File: src/common/dsf_pkg.sv
// Package for the device status flag bank: byte addresses, bit positions,
// reset values and timing constants.
// Assumes a 40 MHz reference clock.
package dsf_pkg;
	localparam logic [7:0] DSF_ADDR_SUMMARY   = 8'h01;
	localparam logic [7:0] DSF_ADDR_SUPPLY    = 8'h02;
	localparam logic [7:0] DSF_ADDR_MEMTEMP   = 8'h03;
	localparam logic [7:0] DSF_ADDR_LINK      = 8'h04;

	// Summary byte positions
	localparam int DSF_SUM_CHAN  = 7;
	localparam int DSF_SUM_LINK  = 5;
	localparam int DSF_SUM_MEM   = 4;
	localparam int DSF_SUM_SUP   = 3;
	localparam int DSF_SUM_TEST  = 2;
	localparam int DSF_SUM_RST   = 1;
	localparam int DSF_SUM_INIT  = 0;

	// Supply byte: usable bits, bit 4 reserved
	localparam logic [7:0] DSF_SUPPLY_MASK  = 8'hEF;
	// Memory/temperature byte positions
	localparam int DSF_MT_FOTP   = 7;
	localparam int DSF_MT_UOTP   = 6;
	localparam int DSF_MT_URW    = 5;
	localparam int DSF_MT_WACT   = 4;
	localparam int DSF_MT_TEMP   = 2;
	// Link byte positions
	localparam int DSF_LK_DOUT   = 7;
	localparam int DSF_LK_OSC    = 6;

	localparam logic [7:0] DSF_SUMMARY_RST  = 8'h03;
	localparam logic [7:0] DSF_ZERO_BYTE    = 8'h00;

	// Interface type codes
	localparam logic [2:0] DSF_IF_PSI_A     = 3'h1;
	localparam logic [2:0] DSF_IF_PSI_B     = 3'h5;
	localparam logic [2:0] DSF_IF_I2C_A     = 3'h6;
	localparam logic [2:0] DSF_IF_I2C_B     = 3'h7;

	localparam int DSF_CLK_MHZ          = 40;
	localparam int DSF_RECOVERY_US      = 1000;
	localparam int DSF_RECOVERY_CYCLES  = DSF_RECOVERY_US * DSF_CLK_MHZ;
	localparam int DSF_DATA_VALID_US    = 1000;
	localparam int DSF_DATA_VALID_CYCLES = DSF_DATA_VALID_US * DSF_CLK_MHZ;
	localparam int DSF_TIMER_W          = 20;

	typedef enum logic [1:0] {
		DSF_POL_REPORT,
		DSF_POL_SUPPRESS,
		DSF_POL_SILENT
	} dsf_policy_t;
endpackage : dsf_pkg

File: src/verilog/dsf_down_timer.sv
// Reloadable down-counter that stops at zero.
// Assumes the reload level is synchronous to ref_clk.
`timescale 1ns/1ps
`default_nettype none
module dsf_down_timer
	import dsf_pkg::*;
#(
	parameter int W = DSF_TIMER_W
) (
	input  wire logic         ref_clk,
	input  wire logic         rst_n,
	input  wire logic         reload,
	input  wire logic [W-1:0] reload_val,
	output logic      [W-1:0] count_ff,
	output logic              zero_ff
);
	always_ff @(posedge ref_clk) begin
		if (!rst_n) begin
			count_ff <= '0;
		end else if (reload) begin
			count_ff <= reload_val;
		end else if (count_ff != '0) begin
			count_ff <= count_ff - 1'b1;
		end
	end

	always_ff @(posedge ref_clk) begin
		if (!rst_n) begin
			zero_ff <= 1'b1;
		end else begin
			zero_ff <= !reload && (count_ff == '0 ||
				count_ff == W'(1));
		end
	end
endmodule : dsf_down_timer
`default_nettype wire

File: src/verilog/dsf_status_bank.sv
// Device status flag bank: four read-only status bytes, summary flags,
// supply recovery timer and the response gating it drives.
// Assumes the host interfaces present read strobes and transmit reports
// as one-cycle pulses synchronous to ref_clk; sources are synchronous.
`timescale 1ns/1ps
`default_nettype none
module dsf_status_bank
	import dsf_pkg::*;
#(
	parameter int RECOVERY_CYCLES   = DSF_RECOVERY_CYCLES,
	parameter int DATA_VALID_CYCLES = DSF_DATA_VALID_CYCLES
) (
	input  wire logic       ref_clk,
	input  wire logic       rst_n,
	input  wire logic       rd_strobe,
	input  wire logic [7:0] rd_addr,
	output logic      [7:0] rd_data_ff,
	input  wire logic       tx_report,
	input  wire logic [7:0] tx_summary_bits,
	input  wire logic [7:0] tx_supply_bits,
	input  wire logic [7:0] tx_memtemp_bits,
	input  wire logic       tx_done,
	input  wire logic [2:0] interface_type_select,
	input  wire logic       supply_fault_blocking_select,
	input  wire logic [3:0] channel_status,
	input  wire logic [7:0] supply_fault_in,
	input  wire logic       factory_otp_fault,
	input  wire logic       user_otp_fault,
	input  wire logic       rw_array_fault,
	input  wire logic       otp_write_busy,
	input  wire logic       temperature_fault,
	input  wire logic       dout_fault,
	input  wire logic       oscillator_training_fault,
	input  wire logic       test_mode_active,
	input  wire logic       test_mode_clear,
	input  wire logic [5:0] channel_user_config_1,
	input  wire logic [1:0] channel_user_config_3,
	output logic            response_allowed_ff,
	output logic            send_error_code_ff,
	output logic            supply_timer_zero_ff
);
	logic [7:0]             supply_ff;
	logic                   fotp_ff, uotp_ff, urw_ff, temp_ff;
	logic                   dout_ff, osc_ff, test_ff, rst_flag_ff, init_ff;
	logic                   err_pending_ff;
	logic [7:0]             cfg_ff;
	logic [DSF_TIMER_W-1:0] init_cnt_ff;
	logic [DSF_TIMER_W-1:0] rec_count;
	logic                   rec_zero;
	logic                   sup_any, chan_sum, link_sum, mem_sum;
	logic                   rd_sum, rd_sup, rd_mem;
	dsf_policy_t            policy;

	function automatic dsf_policy_t pick_policy(input logic [2:0] t,
		input logic blk);
		if (t == DSF_IF_I2C_A || t == DSF_IF_I2C_B) begin
			return DSF_POL_SILENT;
		end else if (t == DSF_IF_PSI_A || t == DSF_IF_PSI_B || blk) begin
			return DSF_POL_SUPPRESS;
		end else begin
			return DSF_POL_REPORT;
		end
	endfunction : pick_policy

	assign policy   = pick_policy(interface_type_select,
		supply_fault_blocking_select);
	assign sup_any  = |(supply_ff & DSF_SUPPLY_MASK);
	assign chan_sum = |channel_status;
	assign link_sum = dout_ff | osc_ff;
	assign mem_sum  = fotp_ff | uotp_ff | urw_ff |
		otp_write_busy | temp_ff;
	assign rd_sum   = rd_strobe && rd_addr == DSF_ADDR_SUMMARY;
	assign rd_sup   = rd_strobe && rd_addr == DSF_ADDR_SUPPLY;
	assign rd_mem   = rd_strobe && rd_addr == DSF_ADDR_MEMTEMP;

	////////////////////////////////////////////////////////////////////////
	// Supply faults and recovery timer

	dsf_down_timer #(
		.W          (DSF_TIMER_W)
	) dsf_down_timer_i (
		.ref_clk    (ref_clk),
		.rst_n      (rst_n),
		.reload     (|(supply_fault_in & DSF_SUPPLY_MASK)),
		.reload_val (DSF_TIMER_W'(RECOVERY_CYCLES)),
		.count_ff   (rec_count),
		.zero_ff    (rec_zero)
	);

	// New faults win over a clear in the same cycle
	always_ff @(posedge ref_clk) begin
		if (!rst_n) begin
			supply_ff <= DSF_ZERO_BYTE;
		end else begin
			case (policy)
			DSF_POL_SUPPRESS: begin
				if (rec_zero && rec_count == '0) begin
					supply_ff <= supply_fault_in & DSF_SUPPLY_MASK;
				end else begin
					supply_ff <= (supply_ff | supply_fault_in) &
						DSF_SUPPLY_MASK;
				end
			end
			DSF_POL_SILENT: begin
				if (rd_sup && rec_zero) begin
					supply_ff <= supply_fault_in & DSF_SUPPLY_MASK;
				end else begin
					supply_ff <= (supply_ff | supply_fault_in) &
						DSF_SUPPLY_MASK;
				end
			end
			default: begin
				if (rec_zero && (rd_sup ||
					(tx_report && |tx_supply_bits))) begin
					supply_ff <= supply_fault_in & DSF_SUPPLY_MASK;
				end else begin
					supply_ff <= (supply_ff | supply_fault_in) &
						DSF_SUPPLY_MASK;
				end
			end
			endcase
		end
	end

	// One error-code response after expiry in report mode
	always_ff @(posedge ref_clk) begin
		if (!rst_n) begin
			err_pending_ff <= 1'b0;
		end else if (!rec_zero) begin
			err_pending_ff <= (policy == DSF_POL_REPORT);
		end else if (tx_done) begin
			err_pending_ff <= 1'b0;
		end
	end

	always_ff @(posedge ref_clk) begin
		if (!rst_n) begin
			response_allowed_ff  <= 1'b0;
			send_error_code_ff   <= 1'b0;
			supply_timer_zero_ff <= 1'b1;
		end else begin
			response_allowed_ff  <= rec_zero;
			send_error_code_ff   <= rec_zero && err_pending_ff &&
				!tx_done;
			supply_timer_zero_ff <= rec_zero;
		end
	end

	////////////////////////////////////////////////////////////////////////
	// Memory, temperature and link faults

	always_ff @(posedge ref_clk) begin
		if (!rst_n) begin
			fotp_ff <= 1'b0;
			uotp_ff <= 1'b0;
		end else begin
			fotp_ff <= fotp_ff | factory_otp_fault;
			uotp_ff <= uotp_ff | user_otp_fault;
		end
	end

	always_ff @(posedge ref_clk) begin
		if (!rst_n) begin
			urw_ff <= 1'b0;
		end else if (rw_array_fault) begin
			urw_ff <= 1'b1;
		end else if (rd_mem || (tx_report &&
			tx_memtemp_bits[DSF_MT_URW])) begin
			urw_ff <= 1'b0;
		end
	end

	// Temperature and link faults are level reports from their monitors
	always_ff @(posedge ref_clk) begin
		if (!rst_n) begin
			temp_ff <= 1'b0;
			dout_ff <= 1'b0;
			osc_ff  <= 1'b0;
		end else begin
			temp_ff <= temperature_fault;
			dout_ff <= dout_fault;
			osc_ff  <= oscillator_training_fault;
		end
	end

	////////////////////////////////////////////////////////////////////////
	// Test, reset and initialisation flags

	// Test mode only leaves through a test operation; rst_n is no power cycle
	always_ff @(posedge ref_clk) begin
		if (test_mode_active) begin
			test_ff <= 1'b1;
		end else if (test_mode_clear) begin
			test_ff <= 1'b0;
		end
	end

	always_ff @(posedge ref_clk) begin
		if (!rst_n) begin
			rst_flag_ff <= 1'b1;
		end else if (rd_sum || (tx_report &&
			tx_summary_bits[DSF_SUM_RST])) begin
			rst_flag_ff <= 1'b0;
		end
	end

	always_ff @(posedge ref_clk) begin
		if (!rst_n) begin
			cfg_ff <= DSF_ZERO_BYTE;
		end else begin
			cfg_ff <= {channel_user_config_1, channel_user_config_3};
		end
	end

	always_ff @(posedge ref_clk) begin
		if (!rst_n) begin
			init_ff     <= 1'b1;
			init_cnt_ff <= DSF_TIMER_W'(DATA_VALID_CYCLES);
		end else if (cfg_ff != {channel_user_config_1,
			channel_user_config_3}) begin
			init_ff     <= 1'b1;
			init_cnt_ff <= DSF_TIMER_W'(DATA_VALID_CYCLES);
		end else if (init_cnt_ff != '0) begin
			init_cnt_ff <= init_cnt_ff - 1'b1;
		end else begin
			init_ff     <= 1'b0;
		end
	end

	////////////////////////////////////////////////////////////////////////
	// Read port; no write path exists

	always_ff @(posedge ref_clk) begin
		if (!rst_n) begin
			rd_data_ff <= DSF_ZERO_BYTE;
		end else if (rd_strobe) begin
			if (rd_addr == DSF_ADDR_SUMMARY) begin
				rd_data_ff <= DSF_ZERO_BYTE;
				rd_data_ff[DSF_SUM_CHAN] <= chan_sum;
				rd_data_ff[DSF_SUM_LINK] <= link_sum;
				rd_data_ff[DSF_SUM_MEM]  <= mem_sum;
				rd_data_ff[DSF_SUM_SUP]  <= sup_any;
				rd_data_ff[DSF_SUM_TEST] <= test_ff;
				rd_data_ff[DSF_SUM_RST]  <= rst_flag_ff;
				rd_data_ff[DSF_SUM_INIT] <= init_ff;
			end else if (rd_addr == DSF_ADDR_SUPPLY) begin
				rd_data_ff <= supply_ff & DSF_SUPPLY_MASK;
			end else if (rd_addr == DSF_ADDR_MEMTEMP) begin
				rd_data_ff <= DSF_ZERO_BYTE;
				rd_data_ff[DSF_MT_FOTP] <= fotp_ff;
				rd_data_ff[DSF_MT_UOTP] <= uotp_ff;
				rd_data_ff[DSF_MT_URW]  <= urw_ff;
				rd_data_ff[DSF_MT_WACT] <= otp_write_busy;
				rd_data_ff[DSF_MT_TEMP] <= temp_ff;
			end else if (rd_addr == DSF_ADDR_LINK) begin
				rd_data_ff <= DSF_ZERO_BYTE;
				rd_data_ff[DSF_LK_DOUT] <= dout_ff;
				rd_data_ff[DSF_LK_OSC]  <= osc_ff;
			end else begin
				rd_data_ff <= DSF_ZERO_BYTE;
			end
		end
	end
endmodule : dsf_status_bank
`default_nettype wire

File: config.mk
export PLATFORM = sky130hd
export DESIGN_NAME = dsf_status_bank
export DESIGN_NICKNAME = d
export VERILOG_FILES = /design/src/common/dsf_pkg.sv /design/src/verilog/dsf_down_timer.sv /design/src/verilog/dsf_status_bank.sv
export SDC_FILE = /design/constraint.sdc
export NUM_CORES = 1
export LEC_CHECK = 0
export ABC_AREA = 1
export BUFFER_PORTS_ARGS = -buffer_cell sky130_fd_sc_hd__clkbuf_2
export CAP_MARGIN = 20
export CORE_MARGIN = 10
export CORE_UTILIZATION = 35
export DETAILED_ROUTE_END_ITERATION = 8
export GPL_TIMING_DRIVEN = 0
export PLACE_DENSITY = 0.56
export SLEW_MARGIN = 15
export SYNTH_ARGS = -nofsm -noshare
export SYNTH_HDL_FRONTEND = slang
export SYNTH_SLANG_ARGS = --single-unit
File: constraint.sdc
create_clock -name ref_clk -period 1.7 [get_ports ref_clk]
set_clock_uncertainty 0.05 [all_clocks]
set_input_delay 0.085 -clock ref_clk [delete_from_list [all_inputs] [get_ports ref_clk]]
set_output_delay 0.085 -clock ref_clk [all_outputs]
set_load 0.01 [all_outputs]
* Yosys cells after proc, flatten, opt, wreduce, memory -nomap -nowiden
Cells that the tools add are included.
Storage, ports and cells: word-level logic and storage cells 93, output and inout bits 11, bits of input ports 70, memories 0, memory bits (writable) 0, memory bits (read-only) 0, bits in latches 0, flip-flop bits (word level) 78
Cells by class: shift operators 0, reductions and logical operators 33, multiplexer cells 16, equality and inequality tests 13, magnitude comparators 0, bitwise gates (word level) 9, add/sub/neg operators 2, divide/modulo/power cells 0, $mul 0
Operators by type and width (number):
- 8-bit 2-to-1 mux | 7
- 20-bit nonzero test | 2
- 20-bit by 1-bit subtractor with 20-bit output, second input constant | 2
- 16-bit 2-to-1 mux | 2
- 20-bit by 1-bit == test with 1-bit output, second input constant | 1
- 20-bit logical NOT | 1
- 8-bit by 2-bit == test with 1-bit output, second input constant | 2
- 8-bit case mux with 2 select lines | 1
- 8-bit OR reduction | 2
- 7-bit OR reduction | 2
- 1-bit logical AND | 12
- 3-bit == test, second input constant | 3
- 8-bit by 1-bit == test with 1-bit output, second input constant | 1
- 8-bit by 3-bit == test with 1-bit output, second input constant | 1
- 8-bit != test | 1
- 8-bit bitwise OR | 1
- 1-bit logical OR | 7
- 1-bit bitwise OR | 7
- 1-bit 2-to-1 mux | 5
- 2-bit nonzero test | 2
- 4-bit OR reduction | 1
- 3-bit by 1-bit == test with 1-bit output, second input constant | 1
- 2-bit by 1-bit == test with 1-bit output, second input constant | 1
- 2-bit == test, second input constant | 1
- 6 further kinds | 7

* Longest topological paths before layout
depth after elaboration 7, gate-level depth with buffers 13, mapped depth without buffers 13

* Hierarchy
From an unflattened synthesis, not the netlist that was laid out.
Second synthesis, totals: cell total of the unflattened synthesis 694, area total of the unflattened synthesis 4433.0 µm²
Modules (own cells, without submodules):
- dsf_status_bank | area each 2997.9 µm², cells an instance 480, instances 1
- dsf_down_timer | area each 1435.1 µm², cells an instance 214, instances 1

* Least setup slack after synthesis
OpenSTA, ideal clock, no wires.
path type register to register, from register dsf_down_timer_i.count_ff[0], to register dsf_down_timer_i.count_ff[12], clock period less this slack 1.498 ns, setup time 0.132 ns, cell stages (with the launch flop) 9, data required time 1.518 ns, buffers on the path 0, arrival time 1.316 ns, slack 0.202 ns, path through dfxtp_1 inv_1 ha_1 nor3b_1 nand4_1 nor2_2 inv_1 nand3b_1 a21oi_1
On the way: word-level cells in the longest chain between the ends 3
Ends and longest elaborated chain:
- from (decl) | RTL line dsf_down_timer.sv:14 | output logic [W-1:0] count_ff,
- from (signal assigned) | RTL line dsf_down_timer.sv:21 | count_ff <= reload_val;
- from (signal assigned) | RTL line dsf_down_timer.sv:23 | count_ff <= count_ff - 1'b1;
- 20-bit by 1-bit subtractor with 20-bit output | RTL line dsf_down_timer.sv:23
- 16-bit 2-to-1 mux | RTL line dsf_down_timer.sv:22 | end else if (count_ff != '0) begin
- 16-bit 2-to-1 mux | RTL line dsf_down_timer.sv:20 | end else if (reload) begin
Parallel ways exist; a longest one is shown, timed or not. The select of a mux whose other input is x is not followed. A chain may end at the register's enable or synchronous reset.

* Final worst setup path
from register dsf_down_timer_i.count_ff[0], to register supply_ff[1]
On the way: word-level cells in the longest chain between the ends 4
Ends and longest elaborated chain:
- 20-bit logical NOT | RTL line dsf_status_bank.sv:97 | if (rec_zero && rec_count == '0) begin
- 1-bit logical AND | RTL line dsf_status_bank.sv:97
- 8-bit 2-to-1 mux | RTL line dsf_status_bank.sv:97
- 8-bit case mux with 2 select lines | RTL line dsf_status_bank.sv:95 | case (policy)
- to (signal assigned) | RTL line dsf_status_bank.sv:98 | supply_ff <= supply_fault_in & DSF_SUPPLY_MASK;
- to (signal assigned) | RTL line dsf_status_bank.sv:100 | supply_ff <= (supply_ff | supply_fault_in) &
- to (signal assigned) | RTL line dsf_status_bank.sv:106 | supply_ff <= supply_fault_in & DSF_SUPPLY_MASK;
- to (decl) | RTL line dsf_status_bank.sv:42 | logic [7:0] supply_ff;
Every way passes these cells.

==> impl_table.tex <==
\begin{tabular}{lr}
\hline
Metric & Value \\
\hline
\multicolumn{2}{l}{\textbf{STA}} \\
\quad Post-route fraction of the period consumed by the critical path & 0.9555 \\
\quad Final Max Slew Viols & 0 \\
\quad Min Hold Slack & 0.009500 ns \\
\quad Fmax achieved & 615.7 MHz \\
\quad Setup Viol. Count Final & 0 \\
\quad Clock period minus final worst setup slack & 1.624 ns \\
\quad Worst slew margin relative to its limit & 0.6374 \\
\quad Final hold viol count & 0 \\
\quad Final setup slack of the worst path & 0.07570 ns \\
\quad Unrepaired setup endpoints after global routing & true \\
\quad Slew @ Worst Pin & 0.5439 ns \\
\multicolumn{2}{l}{\textbf{Die}} \\
\quad Floorplan row count & 38 \\
\quad Placeable core area & 10840 µm² \\
\quad I/O pin cnt & 81 \\
\quad Die boundary height & 125.1 µm \\
\quad Area of the die & 15640 µm² \\
\quad Effective utilization at floorplan & 0.3563 \\
\quad Floorplan die width & 125.1 µm \\
\multicolumn{2}{l}{\textbf{GRT}} \\
\quad Total congestion overflow & 0 \\
\quad Overall global routing resource usage & 0.1260 \\
\quad Initial antenna violation count & 0 \\
\quad Wire length of the first global-routing pass & 16.77 mm \\
\quad Maximum number of pins on one net before global-route repair & 15 \\
\quad Vias in the first global route & 3623 \\
\multicolumn{2}{l}{\textbf{Final layout}} \\
\quad Layout cell share with drive strength beyond 1 & 0.2534 \\
\quad Area overhead of the layout relative to synthesis & 33.24\% \\
\quad Count of non-filler cells in the finished layout & 803 \\
\quad Nets & 733 \\
\quad Most common cell after layout, fill and taps aside & sky130\_fd\_sc\_hd\_\_nand2\_1 \\
\quad Leading cell types in the layout, fill and taps excluded & sky130\_fd\_sc\_hd\_\_nand2\_1, sky130\_fd\_sc\_hd\_\_inv\_1, sky130\_fd\_sc\_hd\_\_dfxtp\_1 \\
\quad Summed area of non-filler cells in the final layout & 5146 µm² \\
\quad Footprint of the multi-input gates & 2091 µm² \\
\quad Sequential cell area & 1548 µm² \\
\quad Diode insertion count for antenna repair & 0 \\
\quad Filler cell count & 1075 \\
\multicolumn{2}{l}{\textbf{Yosys}} \\
\quad Count of flip-flops with a built-in enable after synthesis & 0 \\
\quad Gate count of the mapped netlist & 544 \\
\quad Area of the mapped netlist & 3862 µm² \\
\quad Multiplexer share of the synthesized area & 0 \\
\quad Adder and majority gate portion of the synthesized area & 0.01620 \\
\quad Synthesis-stage register bit count & 77 \\
\quad Post-synth ARST share & 0 \\
\quad Compound-Gate Fraction of Synth Area & 0.1050 \\
\quad Most used DFF post-synth & sky130\_fd\_sc\_hd\_\_dfxtp\_1 \\
\quad Average size of a mapped cell & 7.100 µm² \\
\quad Fraction of the yosys area taken by sequential cells & 0.3991 \\
\quad Largest family of logic cells by synthesized area & simple AND/OR/NAND/NOR gates \\
\quad Area fraction in and, or, nand and nor cells after synthesis & 0.3554 \\
\quad Yosys warning count & 0 \\
\quad Net Count, Synth & 619 \\
\quad Count of different cell masters after synthesis & 45 \\
\quad Area share of xor/xnor cells in the synthesized design & 0.03175 \\
\multicolumn{2}{l}{\textbf{Routing}} \\
\quad Via-to-Cell Ratio & 4.671 \\
\quad \# DRC & 0 \\
\quad Via count & 3751 \\
\quad Post-DR wirelength/cell & 12.72 µm \\
\quad Starting DRC count in detailed routing & 175 \\
\quad Remaining antenna violation count & 0 \\
\quad Total wire length & 10.21 mm \\
\quad 1st-pass router iterations & 4 \\
\multicolumn{2}{l}{\textbf{CTS}} \\
\quad Clock buffer depth & 2 \\
\quad CTS tree & built \\
\quad Number of H-tree branching levels & 3 \\
\quad Clk Tree Root Cell & sky130\_fd\_sc\_hd\_\_clkbuf\_8 \\
\quad Clock latency reported for the late side of the worst-skew pair & 0.36 ns \\
\quad Number of buffers created by CTS & 9 \\
\quad Total number of clock tree sinks & 77 \\
\quad Clock slew at reported path FFs & 0.08 ns \\
\multicolumn{2}{l}{\textbf{Worst setup path}} \\
\quad R2r setup slk & 0.08 ns \\
\quad Critical Path Sink & supply\_ff[1]\$\_SDFF\_PN0\_ \\
\quad CP cell instances & inv\_2 > ha\_4 > nor3b\_4 > nand3\_4 > o21bai\_1 > nand2\_2 > nand2\_2 > a21oi\_2 \\
\quad Peak fanout along the critical path & 7 \\
\quad Peak per-stage delay on the critical path & 0.34 ns \\
\quad Destination of the worst register-to-register timing path & supply\_ff[1]\$\_SDFF\_PN0\_ \\
\quad Worst setup path category & flop to flop \\
\quad Critical path data arrival time & 1.81 ns \\
\quad Startpoint of the worst setup timing path & dsf\_down\_timer\_i.count\_ff[0]\$\_SDFFE\_PP0P\_ \\
\quad Reg2Reg Launch Point & dsf\_down\_timer\_i.count\_ff[0]\$\_SDFFE\_PP0P\_ \\
\quad CP Data Required Time & 1.88 ns \\
\quad Crit-path most repeated cell & sky130\_fd\_sc\_hd\_\_nand2\_2 \\
\quad CP max stage cell & sky130\_fd\_sc\_hd\_\_dfxtp\_2 \\
\quad Kind of end point of the critical path & flop \\
\quad Total buffers and inverters traversed by the critical path & 1 \\
\quad Crit path max-delay family & simple AND/OR/NAND/NOR gates \\
\quad Critical Path Start Type & flop \\
\quad Register-to-Register Path Depth & 8 \\
\quad Crit. path cell count & 8 \\
\multicolumn{2}{l}{\textbf{Placed design}} \\
\quad Post-DP Area & 4358 µm² \\
\quad Placement Setup Slack & -0.06208 ns \\
\quad Placed cell count & 748 \\
\quad Port Buffers & 64 \\
\quad Detailed-placement wirelength estimate & 7.547 mm \\
\quad Global placement routability congestion & 0.8209 \\
\multicolumn{2}{l}{\textbf{Run}} \\
\quad Number of maximum-capacitance constraint violations & 0 \\
\multicolumn{2}{l}{\textbf{Power and ir drop}} \\
\quad Total power & 4.146 mW \\
\quad PwrDens & 805.6 nW/µm² \\
\quad VDD IR max & 0.4032 mV \\
\quad Static leakage & 2.418 nW \\
\multicolumn{2}{l}{\textbf{Status}} \\
\quad Status & finished, final reports clean \\
\multicolumn{2}{l}{\textbf{Hold path}} \\
\quad HP Class & input pin to flop \\
\hline
\end{tabular}
==> through the flow <==
step	utilization	TNS, ns
after floorplan	-	0
after global placement	0.4020	-0.02920
after detailed placement	0.4020	-0.4918
after CTS	0.4542	0
after global routing	0.4747	-0.3419
final	0.4747	0
==> state kept, by name, summed over array words and instances, names as in the netlist, 7 cells and up <==
name / flops
dsf_down_timer_i.count_ff: 20
supply_ff: 7
rd_data_ff: 8
cfg_ff: 8
init_cnt_ff: 20
==> Yosys cell counts, types with 3 or more instances <==
cell type / count / share of area
sky130_fd_sc_hd__a21oi_1: 35 / 0.045
sky130_fd_sc_hd__clkbuf_1: 5 / 0.0049
sky130_fd_sc_hd__dfxtp_1: 77 / 0.40
sky130_fd_sc_hd__ha_1: 5 / 0.016
sky130_fd_sc_hd__inv_1: 78 / 0.076
sky130_fd_sc_hd__inv_2: 3 / 0.0029
sky130_fd_sc_hd__nand2_1: 104 / 0.10
sky130_fd_sc_hd__nand2_2: 9 / 0.015
sky130_fd_sc_hd__nand3_1: 43 / 0.056
sky130_fd_sc_hd__nand3_2: 4 / 0.010
sky130_fd_sc_hd__nand4_1: 10 / 0.016
sky130_fd_sc_hd__nor2_1: 62 / 0.060
sky130_fd_sc_hd__nor2_2: 16 / 0.026
sky130_fd_sc_hd__nor2_4: 7 / 0.020
sky130_fd_sc_hd__nor3_1: 14 / 0.018
sky130_fd_sc_hd__nor4_1: 3 / 0.0049
sky130_fd_sc_hd__o21a_1: 3 / 0.0058
sky130_fd_sc_hd__o21ai_0: 13 / 0.017
sky130_fd_sc_hd__o21ai_1: 5 / 0.0065
sky130_fd_sc_hd__o21bai_1: 3 / 0.0058
sky130_fd_sc_hd__or2_2: 4 / 0.0065
sky130_fd_sc_hd__xor2_1: 12 / 0.027
==> worst min-delay path: stages <==
cell,delay [ns]
sky130_fd_sc_hd__clkbuf_2,0.07
sky130_fd_sc_hd__a21oi_1,0.06
sky130_fd_sc_hd__inv_1,0.07
sky130_fd_sc_hd__o32ai_1,0.08
==> layout make-up <==
| type | instances | share of cell area |
|---|---|---|
| inverter | 84 | 0.06248 |
| buffer | 8 | 0.008753 |
| multi-input combinational | 376 | 0.4063 |
| timing repair buffer | 102 | 0.1352 |
| clock inverter | 7 | 0.02845 |
| tap | 140 | 0.03404 |
| sequential | 77 | 0.3008 |
| clock buffer | 9 | 0.02407 |
==> cell families (layout without fill, tap and decap cells) <==
group                      after synthesis  count (layout)
adders and majority gates                5               5
DFF                                     77              77
buffers and inverters                   92             210
and+or+nand+nor                        285             286
xor gates and xnor gates                14              14
AOI/OAI and AO/OA                       71              71
==> worst min path at each step <==
stage	from	endpoint	slack (ns)	cells past startpoint
2_1_floorplan	rst_n	supply_timer_zero_ff$_SDFF_PN1_	0.12	1
3_3_place_gp	dout_fault	dout_ff$_SDFF_PN0_	0.22	3
3_5_place_dp	oscillator_training_fault	osc_ff$_SDFF_PN0_	0.23	3
4_1_cts	interface_type_select[0]	err_pending_ff$_SDFFE_PN0P_	0.01	4
5_1_grt	interface_type_select[0]	err_pending_ff$_SDFFE_PN0P_	0.03	4
6_report	interface_type_select[0]	err_pending_ff$_SDFFE_PN0P_	0.01	4
==> what timing repair did <==
action                                 4_1_cts  5_1_grt
setup endpoints to repair                   14       27
endpoints found under the hold margin       27        0
cloned                                       0        2
hold buffers                                29        0
gates resized for setup                      2       38
pin swaps                                    1       16
setup buffers                                0        8
==> power by group <==
group	switching [mW]	internal (mW)	leakage, nW
Sequential	0.0393	1.85	0.633
Clock	0.742	1.13	0.134
Combinational	0.192	0.184	1.65
==> routing by layer <==
layer / share of wire / vias to the layer above / global-route usage
met5: 0 / - / 0
met3: 0.037 / 15 / 0.02704
met1: 0.47 / 1700 / 0.1567
met4: 0.018 / 0 / 0.05014
met2: 0.47 / 60 / 0.2073
li1: - / 1976 / -
Note: power is estimated with default switching activity, not from simulation.
